### src/serial_rx_defs.svh
// Constants for the asynchronous serial receiver
// Assumes inclusion by bare name from the design file
`ifndef SERIAL_RX_DEFS_SVH
`define SERIAL_RX_DEFS_SVH
// -----------------------------------------------------------------
// Register offsets
// -----------------------------------------------------------------
`define RX_DATA_OFFSET 8'h24
`define RX_STATUS_OFFSET 8'h35
// -----------------------------------------------------------------
// Status bit positions
// -----------------------------------------------------------------
`define ST_NINTH_BIT 2
`define ST_OVERRUN_BIT 4
`define ST_FULL_BIT 5
`define ST_FRAMING_BIT 6
`define ST_NOISE_BIT 7
// -----------------------------------------------------------------
// Timing
// -----------------------------------------------------------------
`define OVERSAMPLE_LAST 4'hf
`define VOTE_S1 4'h7
`define VOTE_S2 4'h8
`define VOTE_S3 4'h9
`define START_HIGHS 2'h3
`define BREAK_BITS 4'ha
// Index of the last stop bit, start bit counted as index 0
`define FRAME_BITS_SHORT 4'h9
`define FRAME_BITS_LONG 4'ha
`define RESET_BYTE 8'h00
`endif

### src/serial_rx_pkg.sv
// Types for the asynchronous serial receiver
// Assumes the defs header sits in the same folder
package serial_rx_pkg;
  typedef enum logic [1:0] {
    fmt_8n1,
    fmt_8n2,
    fmt_8p1,
    fmt_9n1
  } frame_format_type;

  typedef struct packed {
    logic [7:0] data;
    logic ninth;
    logic noise;
    logic framing;
  } rx_word_type;
endpackage : serial_rx_pkg

### src/async_serial_receiver.sv
// Receive half of an asynchronous NRZ serial port with holding buffer
// Assumes os_tick is a one-cycle core_clk pulse at 16x the bit rate
`timescale 1ns/100ps
`include "serial_rx_defs.svh"

// Contract
// - Frame is start, 8 or 9 data, stop
// - Sample line at sixteen times bit rate
// - Start is low after three highs
// - Start launches acquisition per selected format
// - Four selectable frame formats
// - Parity selectable even or odd
// - Ninth bit in status bit 2
// - Stop loads buffer, sets full flag
// - Data read at 24h clears full
// - Load while full sets overrun flag
// - Overrun keeps old buffered word
// - Three-sample majority, disagreement sets noise
// - Parity or stop failure sets framing
// - Ten low bits signal line break
module async_serial_receiver (
  // Clock and reset
  input wire logic core_clk,
  input wire logic srst,
  // Serial line and baud tick
  input wire logic rx_pin,
  input wire logic os_tick,
  // Configuration
  input wire serial_rx_pkg::frame_format_type frame_format,
  input wire logic parity_odd,
  // Register read port
  input wire logic reg_rd,
  input wire logic [7:0] reg_addr,
  output logic [7:0] reg_rdata,
  // Events
  output logic line_break_irq
);
  typedef enum logic [1:0] {st_idle, st_bits, st_done} rx_state_type;

  // -----------------------------------------------------------------
  // Line synchroniser
  // -----------------------------------------------------------------
  logic rx_meta;
  logic rx_sync;
  always_ff @(posedge core_clk) begin
    if (srst) begin
      rx_meta <= 1'b1;
      rx_sync <= 1'b1;
    end else begin
      rx_meta <= rx_pin;
      rx_sync <= rx_meta;
    end
  end

  // -----------------------------------------------------------------
  // Recovery state
  // -----------------------------------------------------------------
  rx_state_type state;
  logic [3:0] phase;
  logic [3:0] bit_idx;
  logic [1:0] high_count;
  logic [2:0] votes;
  logic [10:0] shift;
  logic [3:0] low_run;
  logic word_ready;
  serial_rx_pkg::rx_word_type new_word;

  wire vote_now = os_tick && (phase == `VOTE_S3);
  wire [2:0] vote_set = {votes[1:0], rx_sync};
  wire bit_val = (vote_set[0] & vote_set[1]) | (vote_set[0] & vote_set[2]) | (vote_set[1] & vote_set[2]);
  wire bit_noisy = !(vote_set == 3'h7 || vote_set == 3'h0);
  // bit count per format, stop included
  wire [3:0] frame_bits = (frame_format == serial_rx_pkg::fmt_8n1) ? `FRAME_BITS_SHORT : `FRAME_BITS_LONG;
  wire last_bit = (bit_idx == frame_bits);
  wire bit_end = os_tick && (phase == `OVERSAMPLE_LAST);
  wire [10:0] next_shift = {bit_val, shift[10:1]};
  logic noise_acc;
  wire next_noise = noise_acc | bit_noisy;

  wire [7:0] f_data = (frame_format == serial_rx_pkg::fmt_8n1) ? next_shift[9:2] : next_shift[8:1];
  wire f_ninth = next_shift[9] && (frame_format == serial_rx_pkg::fmt_9n1);
  // parity across data and parity bit
  wire par_bad = (^next_shift[9:1]) != parity_odd;
  wire stop_bad = (frame_format == serial_rx_pkg::fmt_8n2) ? !(next_shift[10] && next_shift[9]) : !next_shift[10];
  wire frame_bad = stop_bad || ((frame_format == serial_rx_pkg::fmt_8p1) && par_bad);

  always_ff @(posedge core_clk) begin
    if (srst) begin
      state <= st_idle;
      phase <= 4'h0;
      bit_idx <= 4'h0;
      high_count <= 2'h0;
      votes <= 3'h0;
      shift <= 11'h000;
      noise_acc <= 1'b0;
      word_ready <= 1'b0;
      new_word <= '0;
    end else begin
      word_ready <= 1'b0;
      case (state)
        st_idle: begin
          if (os_tick) begin
            if (rx_sync) begin
              high_count <= (high_count == `START_HIGHS) ? high_count : high_count + 2'h1;
            end else if (high_count == `START_HIGHS) begin
              state <= st_bits;
              phase <= 4'h1;
              bit_idx <= 4'h0;
              high_count <= 2'h0;
              noise_acc <= 1'b0;
            end else begin
              high_count <= 2'h0;
            end
          end
        end
        st_bits: begin
          if (os_tick) begin
            phase <= phase + 4'h1;
          end
          if (os_tick && (phase == `VOTE_S1 || phase == `VOTE_S2)) begin
            votes <= {votes[1:0], rx_sync};
          end
          if (vote_now) begin
            shift <= next_shift;
            noise_acc <= next_noise;
            if (last_bit) begin
              state <= st_done;
              word_ready <= 1'b1;
              new_word <= '{data: f_data, ninth: f_ninth, noise: next_noise, framing: frame_bad};
            end
          end
          if (bit_end) begin
            bit_idx <= bit_idx + 4'h1;
          end
        end
        st_done: begin
          // Wait out the stop bit before hunting a new start
          if (bit_end) begin
            state <= st_idle;
            // only a high stop counts as highs
            high_count <= shift[10] ? `START_HIGHS : 2'h0;
          end else if (os_tick) begin
            phase <= phase + 4'h1;
          end
        end
        default: state <= st_idle;
      endcase
    end
  end

  // -----------------------------------------------------------------
  // Line break detector
  // -----------------------------------------------------------------
  wire bit_sample = (state == st_bits) && vote_now;
  // A high line while idle ends any run of low bits
  wire idle_high = (state == st_idle) && os_tick && rx_sync;
  always_ff @(posedge core_clk) begin
    if (srst) begin
      low_run <= 4'h0;
      line_break_irq <= 1'b0;
    end else begin
      line_break_irq <= bit_sample && !bit_val && (low_run == `BREAK_BITS - 4'h1);
      if (bit_sample) begin
        low_run <= bit_val ? 4'h0 : ((low_run == `BREAK_BITS) ? low_run : low_run + 4'h1);
      end else if (idle_high) begin
        low_run <= 4'h0;
      end
    end
  end

  // -----------------------------------------------------------------
  // Holding buffer and status
  // -----------------------------------------------------------------
  serial_rx_pkg::rx_word_type held;
  logic full;
  logic overrun;
  wire read_data = reg_rd && (reg_addr == `RX_DATA_OFFSET);
  wire load_ok = word_ready && !full;
  logic [7:0] status;
  always_comb begin
    status = `RESET_BYTE;
    status[`ST_NOISE_BIT] = held.noise;
    status[`ST_FRAMING_BIT] = held.framing;
    status[`ST_FULL_BIT] = full;
    status[`ST_OVERRUN_BIT] = overrun;
    // ninth bit only in 9-bit format
    status[`ST_NINTH_BIT] = held.ninth && (frame_format == serial_rx_pkg::fmt_9n1);
  end
  wire [7:0] next_rdata = !reg_rd ? reg_rdata :
                          (reg_addr == `RX_DATA_OFFSET) ? held.data :
                          (reg_addr == `RX_STATUS_OFFSET) ? status : `RESET_BYTE;

  always_ff @(posedge core_clk) begin
    if (srst) begin
      held <= '0;
      full <= 1'b0;
      overrun <= 1'b0;
      reg_rdata <= `RESET_BYTE;
    end else begin
      reg_rdata <= next_rdata;
      if (load_ok) begin
        held <= new_word;
      end
      // full set wins over read clear
      if (load_ok) begin
        full <= 1'b1;
      end else if (read_data) begin
        full <= 1'b0;
      end
      if (word_ready && full) begin
        overrun <= 1'b1;
      end else if (load_ok) begin
        overrun <= 1'b0;
      end
    end
  end
endmodule : async_serial_receiver

### config.mk
export PLATFORM = sky130hd
export DESIGN_NAME = async_serial_receiver
export DESIGN_NICKNAME = d
export VERILOG_FILES = /design/src/serial_rx_pkg.sv /design/src/async_serial_receiver.sv
export VERILOG_INCLUDE_DIRS = /design/src
export SDC_FILE = /design/constraint.sdc
export NUM_CORES = 1
export LEC_CHECK = 0
export ABC_AREA = 1
export BUFFER_PORTS_ARGS = -buffer_cell sky130_fd_sc_hd__buf_2
export CAP_MARGIN = 30
export CORE_MARGIN = 8
export CORE_UTILIZATION = 51
export DETAILED_ROUTE_END_ITERATION = 6
export MAX_ROUTING_LAYER = met4
export PLACE_DENSITY = 0.69
export SLEW_MARGIN = 5
export SYNTH_ARGS = -nofsm -noshare
export SYNTH_HDL_FRONTEND = slang
export SYNTH_SLANG_ARGS = --single-unit
### constraint.sdc
create_clock -name core_clk -period 2.5 [get_ports core_clk]
set_clock_uncertainty 0.2 [all_clocks]
set_input_delay 0.375 -clock core_clk [delete_from_list [all_inputs] [get_ports core_clk]]
set_output_delay 0.375 -clock core_clk [all_outputs]
set_load 0.01 [all_outputs]
==> results of run 1 <==
synth_stat cells, drive strengths merged, types with 3 or more instances:
library cell and count:
nor3 11, buf 3, or2 3, clkbuf 10, nor3b 4, a211oi 3
nand3 38, nor2 33, dfxtp 64, nand4 7, o21ai 51, inv 52
a21oi 45, ha 13, a31oi 4, nand2 112
area by class of cell:
cell class / count / area, um2 / share of cell area
sequential: 64 / 1280 / 0.351
tap: 77 / 96.3 / 0.0264
clock inverter: 7 / 120 / 0.0329
timing repair buffer: 28 / 163 / 0.0446
multi-input combinational: 330 / 1670 / 0.457
clock buffer: 9 / 124 / 0.0340
inverter: 52 / 195 / 0.0535
power breakdown:
| part | switching, uW | internal [uW] | total [uW] | leakage, uW |
|---|---|---|---|---|
| logic | 64.2 | 36.1 | 100 | 0.000840 |
| clock network | 414 | 664 | 1080 | 0.000119 |
| registers | 5.04 | 1030 | 1030 | 0.000517 |
worst max-delay path by stage:
stage,start,to,cells past startpoint,slack (ps)
floorplan,state[0],phase[3],8,660
global placement,state[0],phase[3],8,380
detailed placement,state[0],phase[3],8,320
CTS,state[0],phase[2],8,300
global route,state[0],phase[2],8,30
finish,state[0],phase[2],8,280
registers in the layout, indices dropped and copies added, names as in the netlist:
register and count:
full 1, held 11, line_break_irq 1, low_run 4, word_ready 1, rx_meta 1, state 2, high_count 2
overrun 1, shift 9, reg_rdata 8, noise_acc 1, votes 2, phase 4, new_word 11, rx_sync 1
bit_idx 4
stage by stage:
step / utilization / cell area, um2
after detailed placement: 0.549 / 3400
after CTS: 0.588 / 3650
final: 0.588 / 3650
after global placement: 0.549 / 3400
after floorplan: - / 3200
after global routing: 0.588 / 3650
cell families (layout without fill, tap and decap cells):
kind of cell | Yosys count | after routing | share of synthesized area
and+or+nand+nor | 210 | 210 | 0.296
DFF | 64 | 64 | 0.401
xor gates and xnor gates | 2 | 2 | 0.00548
buffers and inverters | 65 | 96 | 0.0775
adders and majority gates | 13 | 13 | 0.0509
AOI/OAI and AO/OA | 105 | 105 | 0.170
metal layers:
layer,up-vias,GRT usage,share of wire
met5,-,-,0
met4,0,0.0663,0.014
met3,11,0.0299,0.047
met2,56,0.250,0.43
met1,1325,0.215,0.51
li1,1572,-,-
critical path, delay by kind of cell, from the launching register on:
family / cells / cell delay (ps)
AND/OR/NAND/NOR: 5 / 750
flip-flops: 1 / 390
AO/OA/AOI/OAI: 1 / 370
adder cells (fa/ha/maj): 1 / 280
buffers and inverters: 1 / 100
==> impl_metrics.csv, run 1 <==
group,metric,value,unit
outcome,status,"finished clean",
worst_setup_path,end_kind,"flip-flop",
routing,drt_iter0_markers,135,
routing,viasPerCell,5.23,
power_and_ir_drop,power,2210,uW
layout,num_antenna_cells,0,
die,die_area,0.00906,mm2
synthesis,yosysTopAreaCellShare,0.401,
worst_hold_path,whs_path_depth,2,
clock_network,path_clk_slew,80,ps
worst_setup_path,reg2reg_depth,8,
synthesis,synth_warnings,0,
clock_network,cts_buffer_depth,2,
placement,place_inst,551,
synthesis,seq_area_frac_synth,0.401,
synthesis,synth_top_area_cell,"dfxtp_1",
sta,fin_tns_setup,0,ps
sta,hold_ws,27.8,ps
clock_network,cts_hold_buf,0,
worst_setup_path,slowest_stage,"dfxtp_1",
worst_setup_path,crit_path_max_fanout,9,
worst_setup_path,r2r_slack,280,ps
layout,final_cells,567,
power_and_ir_drop,ir_worst_vdd,0.309,mV
die,core,0.00620,mm2
clock_network,cts_tree,"done",
clock_network,cts_buffers,9,
clock_network,htree_levels,3,
die,ios,25,
grt,grt_pass1_wl,11900,um
grt,grt_max_degree,26,
routing,firstDrtPassIters,4,
worst_hold_path,hold_path_startpoint,"rx_pin",
worst_setup_path,path_class,"flip-flop to flip-flop",
placement,preCtsSetupSlack,319,ps
sta,max_freq,450,MHz
layout,final_common_cell,"nand2_1",
synthesis,syn_area,0.00320,mm2
synthesis,ys_types,30,
worst_setup_path,critPathLaunchType,"flip-flop",
synthesis,syn_avg_cell_area,6.97,um2
grt,grt_usage,0.166,
placement,port_buffers,24,
synthesis,async_flop_share,0,
worst_setup_path,critPathMaxStageDelay,390,ps
clock_network,postCtsSetupBuffers,0,
layout,drive_gt1_frac,0.120,
power_and_ir_drop,leakage,0.00148,uW
sta,tightest_slew,747,ps
clock_network,clock-sinks,64,
layout,areaGrowthSynthToFinish,14.1,%
synthesis,syn_inst,459,
sta,hold_viol_final,0,
sta,setup_viol,0,
grt,overflow,0,
synthesis,syn_nets,488,
routing,vias,2964,
layout,final_cell_mix,"nand2_1 (109), dfxtp_1 (64), inv_1 (51)",
clock_network,cts_resized,0,
worst_setup_path,critPathMostFrequentCell,"nand2_1",
layout,nets,514,
sta,rsz0062_at_grt,"false",
synthesis,synth_seq_cells,64,
sta,maxSlewViolCount,0,
power_and_ir_drop,power_density,605,mW/mm2
clock_network,root_buffer,"clkbuf_8",
sta,relSlewSlack,0.495,
grt,antenna_found_initial,0,
die,start_util,0.515,
die,fp.dieW,95.2,um
worst_setup_path,cp_cell_sequence,"inv_1, ha_1, nand2_1, nand2_1, nor2_1, nand3_2, o21ai_0, nor3b_1",
synthesis,ys.flop_type,"dfxtp_1",
placement,dp_hpwl,5050,um
worst_setup_path,arrival,2220,ps
synthesis,synth_edf_count,0,
routing,drtAntennaViolNets,0,
grt,grt_pass1_vias,2695,
routing,wl_per_cell,12.1,um
routing,drc,0,
sta,post-route-min-period,2220,ps
sta,fin_ws,276,ps
worst_setup_path,worst_ep_required_time,2490,ps
layout,fillCellCount,592,
clock_network,insertion_delay,330,ps
worst_setup_path,reg2reg_from,"state[0]",
worst_hold_path,hold_end,"rx_meta",
placement,gp_congestion,0.850,
worst_hold_path,min_path_type,"primary input to flip-flop",
die,fp-row-count,29,
die,die_h,95.2,um
job,cap_viol_max_count,0,
sta,finalCritPeriodShare,0.889,
synthesis,synth_area_leaders,"dfxtp_1 (40%), nand2_1 (13%), o21ai_0 (7.5%)",
worst_setup_path,worstReg2RegEnd,"phase[2]",
routing,drt_wl_total,6880,um
Note: power is estimated with default switching activity, not from simulation.
==> inputs of run 2 (changes only) <==
--- a/config.mk
+++ b/config.mk
@@ -12,6 +12,7 @@
 export CORE_MARGIN = 8
 export CORE_UTILIZATION = 51
 export DETAILED_ROUTE_END_ITERATION = 6
+export GPL_TIMING_DRIVEN = 0
 export MAX_ROUTING_LAYER = met4
 export PLACE_DENSITY = 0.69
 export SLEW_MARGIN = 5
==> run 2 against run 1 <==
- sequential share of layout area down 0.096 points
- via count rose by 1.9%
- die area unchanged
- critical endpoint is now phase[3]
- worst hold slack worse by 8.5 ps
- register-to-register slack got worse by 50 ps
- core utilization increased by 0.16 points
- flip-flop and latch count unchanged
- global-route usage grew 1.5 points
- final cell count increased by 1.6%
- largest power group unchanged
==> impl_metrics.csv, run 2 (synthesis results as in run 1) <==
group,metric,value,unit
placement,placed_area,0.00341,mm2
layout,final_common_cell,"nand2_1",
power_and_ir_drop,ir_worst_vdd,0.322,mV
layout,multiInputGateArea,0.00167,mm2
die,ios,25,
layout,fillCellCount,604,
layout,nets,523,
layout,drive_gt1_frac,0.116,
sta,finalCritPeriodShare,0.911,
layout,biggestRegsByFlops,"held (11), new_word (11), shift (9)",
power_and_ir_drop,power,2230,uW
clock_network,clock-sinks,64,
routing,viasPerCell,5.24,
worst_hold_path,min_path_type,"primary input to flip-flop",
routing,drt_iter0_markers,175,
routing,firstDrtPassIters,5,
clock_network,cts_tree,"done",
routing,drt_wl_total,7480,um
clock_network,cts_hold_buf,0,
job,cap_viol_max_count,0,
grt,antenna_found_initial,0,
sta,hold_ws,19.3,ps
layout,fin_util,0.590,
sta,rsz0062_at_grt,"false",
die,die_area,0.00906,mm2
worst_setup_path,critPathLaunchType,"flip-flop",
sta,setup_viol,0,
sta,max_freq,439,MHz
power_and_ir_drop,leakage,0.00147,uW
routing,drtAntennaViolNets,0,
die,fp-row-count,29,
routing,wl_per_cell,13.0,um
worst_setup_path,arrival,2290,ps
clock_network,postCtsSetupBuffers,0,
grt,grt_pass1_wl,12700,um
clock_network,cts_resized,0,
worst_setup_path,crit_path_max_fanout,9,
clock_network,cts_buffer_depth,2,
clock_network,htree_levels,3,
grt,grt_max_degree,13,
layout,final_area,0.00366,mm2
routing,vias,3020,
worst_setup_path,end_kind,"flip-flop",
clock_network,insertion_delay,340,ps
worst_setup_path,path_class,"flip-flop to flip-flop",
clock_network,path_clk_slew,80,ps
grt,overflow,0,
layout,areaGrowthSynthToFinish,14.4,%
sta,post-route-min-period,2280,ps
die,fp.dieW,95.2,um
placement,dp_hpwl,5430,um
outcome,status,"finished clean",
power_and_ir_drop,power_density,608,mW/mm2
layout,final_cell_mix,"nand2_1 (109), dfxtp_1 (64), inv_1 (51)",
layout,num_antenna_cells,0,
grt,grt_pass1_vias,2765,
sta,maxSlewViolCount,0,
routing,drc,0,
clock_network,cts_buffers,9,
sta,tightest_slew,703,ps
worst_setup_path,worst_ep_required_time,2510,ps
placement,port_buffers,24,
clock_network,root_buffer,"clkbuf_8",
layout,regArea,0.00128,mm2
sta,fin_tns_setup,0,ps
die,core,0.00620,mm2
die,start_util,0.515,
placement,gp_congestion,0.876,
sta,hold_viol_final,0,
die,die_h,95.2,um
sta,relSlewSlack,0.525,
grt,grt_usage,0.181,
==> run 2: cell types whose count changed in the layout (fill, tap and decap cells not counted), sizes merged <==
cell / change
buf: -1
clkbuf: +10
==> run 2: report_power, final <==
| part | switching (uW) | internal, uW | total (uW) |
|---|---|---|---|
| Combinational | 68.7 | 34.7 | 103 |
| Sequential | 5.09 | 1030 | 1030 |
| Clock | 428 | 664 | 1090 |
==> run 2: final timing paths <==
| kind | cells after the start | slack [ps] | start | end |
|---|---|---|---|---|
| max | 8 | 220 | state[0] | phase[3] |
| min | 2 | 20 | rx_pin | rx_meta |
| max reg2reg | 8 | 220 | state[0] | phase[3] |
| min reg2reg | 1 | 220 | rx_meta | rx_sync |
==> run 2: cell type report <==
| type | count | area share |
|---|---|---|
| sequential | 64 | 0.350 |
| buffer | 13 | 0.0144 |
| clock buffer | 9 | 0.0339 |
| inverter | 52 | 0.0534 |
| tap | 77 | 0.0263 |
| multi-input combinational | 330 | 0.456 |
| clock inverter | 7 | 0.0328 |
| timing repair buffer | 24 | 0.0328 |
==> run 2: metrics by stage <==
stage	worst slack, ps	instances
6_report	224	576
4_1_cts	250	576
3_5_place_dp	259	560
2_1_floorplan	659	459
5_1_grt	56.2	576
3_3_place_gp	343	560
==> run 2: metal layers <==
layer,vias to the layer above,global-route usage,share of wire
met5,-,-,0
met4,0,0.0429,0.0074
met3,7,0.0496,0.051
met2,61,0.276,0.44
met1,1361,0.231,0.50
li1,1591,-,-
==> run 2: critical path, stage by stage, from the launching register on <==
cell,delay [ps]
dfxtp_1,410
inv_1,100
ha_1,290
nand2_1,120
nand2_1,140
nor2_1,170
nand3_2,180
o21ai_0,420
nor3b_1,110
==> inputs of run 3 (changes only) <==
--- a/config.mk
+++ b/config.mk
@@ -7,7 +7,7 @@
 export NUM_CORES = 1
 export LEC_CHECK = 0
 export ABC_AREA = 1
-export BUFFER_PORTS_ARGS = -buffer_cell sky130_fd_sc_hd__buf_2
+export BUFFER_PORTS_ARGS = -buffer_cell sky130_fd_sc_hd__clkbuf_2
 export CAP_MARGIN = 30
 export CORE_MARGIN = 8
 export CORE_UTILIZATION = 51
==> run 3 against run 2 <==
- fmax up 1.8%
- worst hold slack better by 69 ps
- routed wire length down 0.67%
- global-route usage up 0.065 points
- final cell count up 0.17%
- non-clock buffer count up 1
- register-to-register slack better by 40 ps
- combinational power about the same
- via count up 0.79%
- die area unchanged
==> impl_metrics.csv, run 3 (synthesis results as in run 1) <==
group,metric,value,unit
layout,nets,524,
die,core,0.00620,mm2
worst_setup_path,crit_path_max_fanout,9,
grt,grt_usage,0.181,
layout,fin_util,0.587,
routing,wl_per_cell,12.9,um
routing,drt_iter0_markers,156,
clock_network,htree_levels,3,
layout,final_area,0.00364,mm2
worst_setup_path,reg2reg_from,"state[1]",
outcome,status,"finished clean",
sta,tightest_slew,683,ps
grt,use_met2,0.269,
clock_network,cts_buffer_depth,2,
grt,antenna_found_initial,0,
worst_setup_path,r2r_slack,260,ps
clock_network,clock-sinks,64,
clock_network,cts_resized,0,
placement,placed_area,0.00341,mm2
worst_hold_path,hold_path_startpoint,"srst",
grt,grt_busiest_layer,"met2",
worst_setup_path,worstReg2RegEnd,"phase[1]",
layout,drive_gt1_frac,0.116,
power_and_ir_drop,power_density,584,mW/mm2
layout,biggestRegsByFlops,"held (11), new_word (11), shift (9)",
die,die_area,0.00906,mm2
layout,final_cell_mix,"nand2_1 (109), dfxtp_1 (64), inv_1 (51)",
sta,rsz0062_at_grt,"false",
power_and_ir_drop,leakage,0.00147,uW
layout,areaGrowthSynthToFinish,14.0,%
clock_network,cts_tree,"done",
worst_hold_path,whs_path_depth,2,
worst_setup_path,reg2reg_depth,8,
sta,max_freq,447,MHz
worst_setup_path,worst_ep_required_time,2500,ps
worst_hold_path,min_path_type,"primary input to flip-flop",
grt,use_met1,0.234,
grt,grt_pass1_wl,12700,um
clock_network,insertion_delay,340,ps
grt,overflow,0,
worst_setup_path,critPathLaunchType,"flip-flop",
layout,fillCellCount,597,
routing,drt_wl_total,7430,um
job,cap_viol_max_count,0,
layout,final_common_cell,"nand2_1",
routing,vias,3044,
grt,grt_pass1_vias,2760,
layout,regArea,0.00128,mm2
grt,grt_max_degree,12,
layout,num_antenna_cells,0,
worst_setup_path,arrival,2240,ps
clock_network,cts_buffers,9,
sta,hold_viol_final,0,
grt,use_met3,0.0331,
sta,finalCritPeriodShare,0.895,
sta,fin_tns_setup,0,ps
worst_hold_path,hold_end,"rx_sync",
die,start_util,0.515,
sta,maxSlewViolCount,0,
die,fp.dieW,95.2,um
sta,post-route-min-period,2240,ps
die,ios,25,
layout,multiInputGateArea,0.00167,mm2
sta,relSlewSlack,0.539,
routing,viasPerCell,5.28,
die,die_h,95.2,um
power_and_ir_drop,ir_worst_vdd,0.430,mV
worst_setup_path,path_class,"flip-flop to flip-flop",
die,fp-row-count,29,
routing,drc,0,
placement,port_buffers,24,
routing,drtAntennaViolNets,0,
sta,setup_viol,0,
routing,firstDrtPassIters,5,
placement,gp_congestion,0.871,
placement,dp_hpwl,5440,um
clock_network,root_buffer,"clkbuf_8",
worst_setup_path,end_kind,"flip-flop",
clock_network,path_clk_slew,70,ps
-- run 3: changes by cell type in the layout (fill, tap and decap cells not counted), sizes merged --
cell         delta
clkbuf         +25
buf            -24
bufinv          -1
dlygate4sd3     +1
-- run 3: where the power goes --
group,total (uW),internal (uW),switching (uW),leakage [uW]
Sequential,1030,1030,5.06,0.000517
Clock,995,583,412,0.000112
Combinational,103,35.7,67.4,0.000837
-- run 3: worst max-delay path by stage --
stage / start / cells after the start / slack, ps / end
4_1_cts: state[1] / 8 / 310 / phase[3]
2_1_floorplan: state[0] / 8 / 660 / phase[3]
3_5_place_dp: state[0] / 8 / 340 / phase[3]
6_report: state[1] / 8 / 260 / phase[1]
5_1_grt: state[1] / 8 / 90 / phase[1]
3_3_place_gp: state[0] / 8 / 340 / phase[3]
-- run 3: repair_timing --
item / in CTS / in global routing
hold buffers: 1 / 0
hold endpoints to repair: 1 / 0
setup buffers: 0 / 0
-- run 3: cell type report --
class | count | share of cell area
plain buffers | 13 | 0.0144
clock buffers | 10 | 0.0378
clock inverters | 6 | 0.0227
inverters | 52 | 0.0536
multi-input cells | 330 | 0.458
flip-flops and latches | 64 | 0.352
well taps | 77 | 0.0264
repair buffers | 25 | 0.0357
-- run 3: metrics by stage --
stage | worst slack, ps | hold WS, ps | power [uW] | cells
CTS | 313 | 73.2 | 2140 | 577
global route | 87.0 | 82.2 | 2210 | 577
global placement | 342 | 193 | 1150 | 560
finish | 263 | 88.2 | 2130 | 577
floorplan | 659 | 189 | 1120 | 459
detailed placement | 335 | 200 | 1160 | 560
-- run 3: per-layer routing --
metal | up-vias | part of all wire
met5 | - | 0
met4 | 0 | 0.016
met3 | 10 | 0.056
met2 | 70 | 0.44
met1 | 1372 | 0.49
li1 | 1592 | -
-- run 3: worst max-delay path: stages (launching register included) --
cell and delay (ps):
dfxtp_1 400, inv_1 110, ha_1 270, nand2_1 120, nand2_1 130, nor2_1 180
nand3_2 190, o21ai_0 410, a211oi_1 100
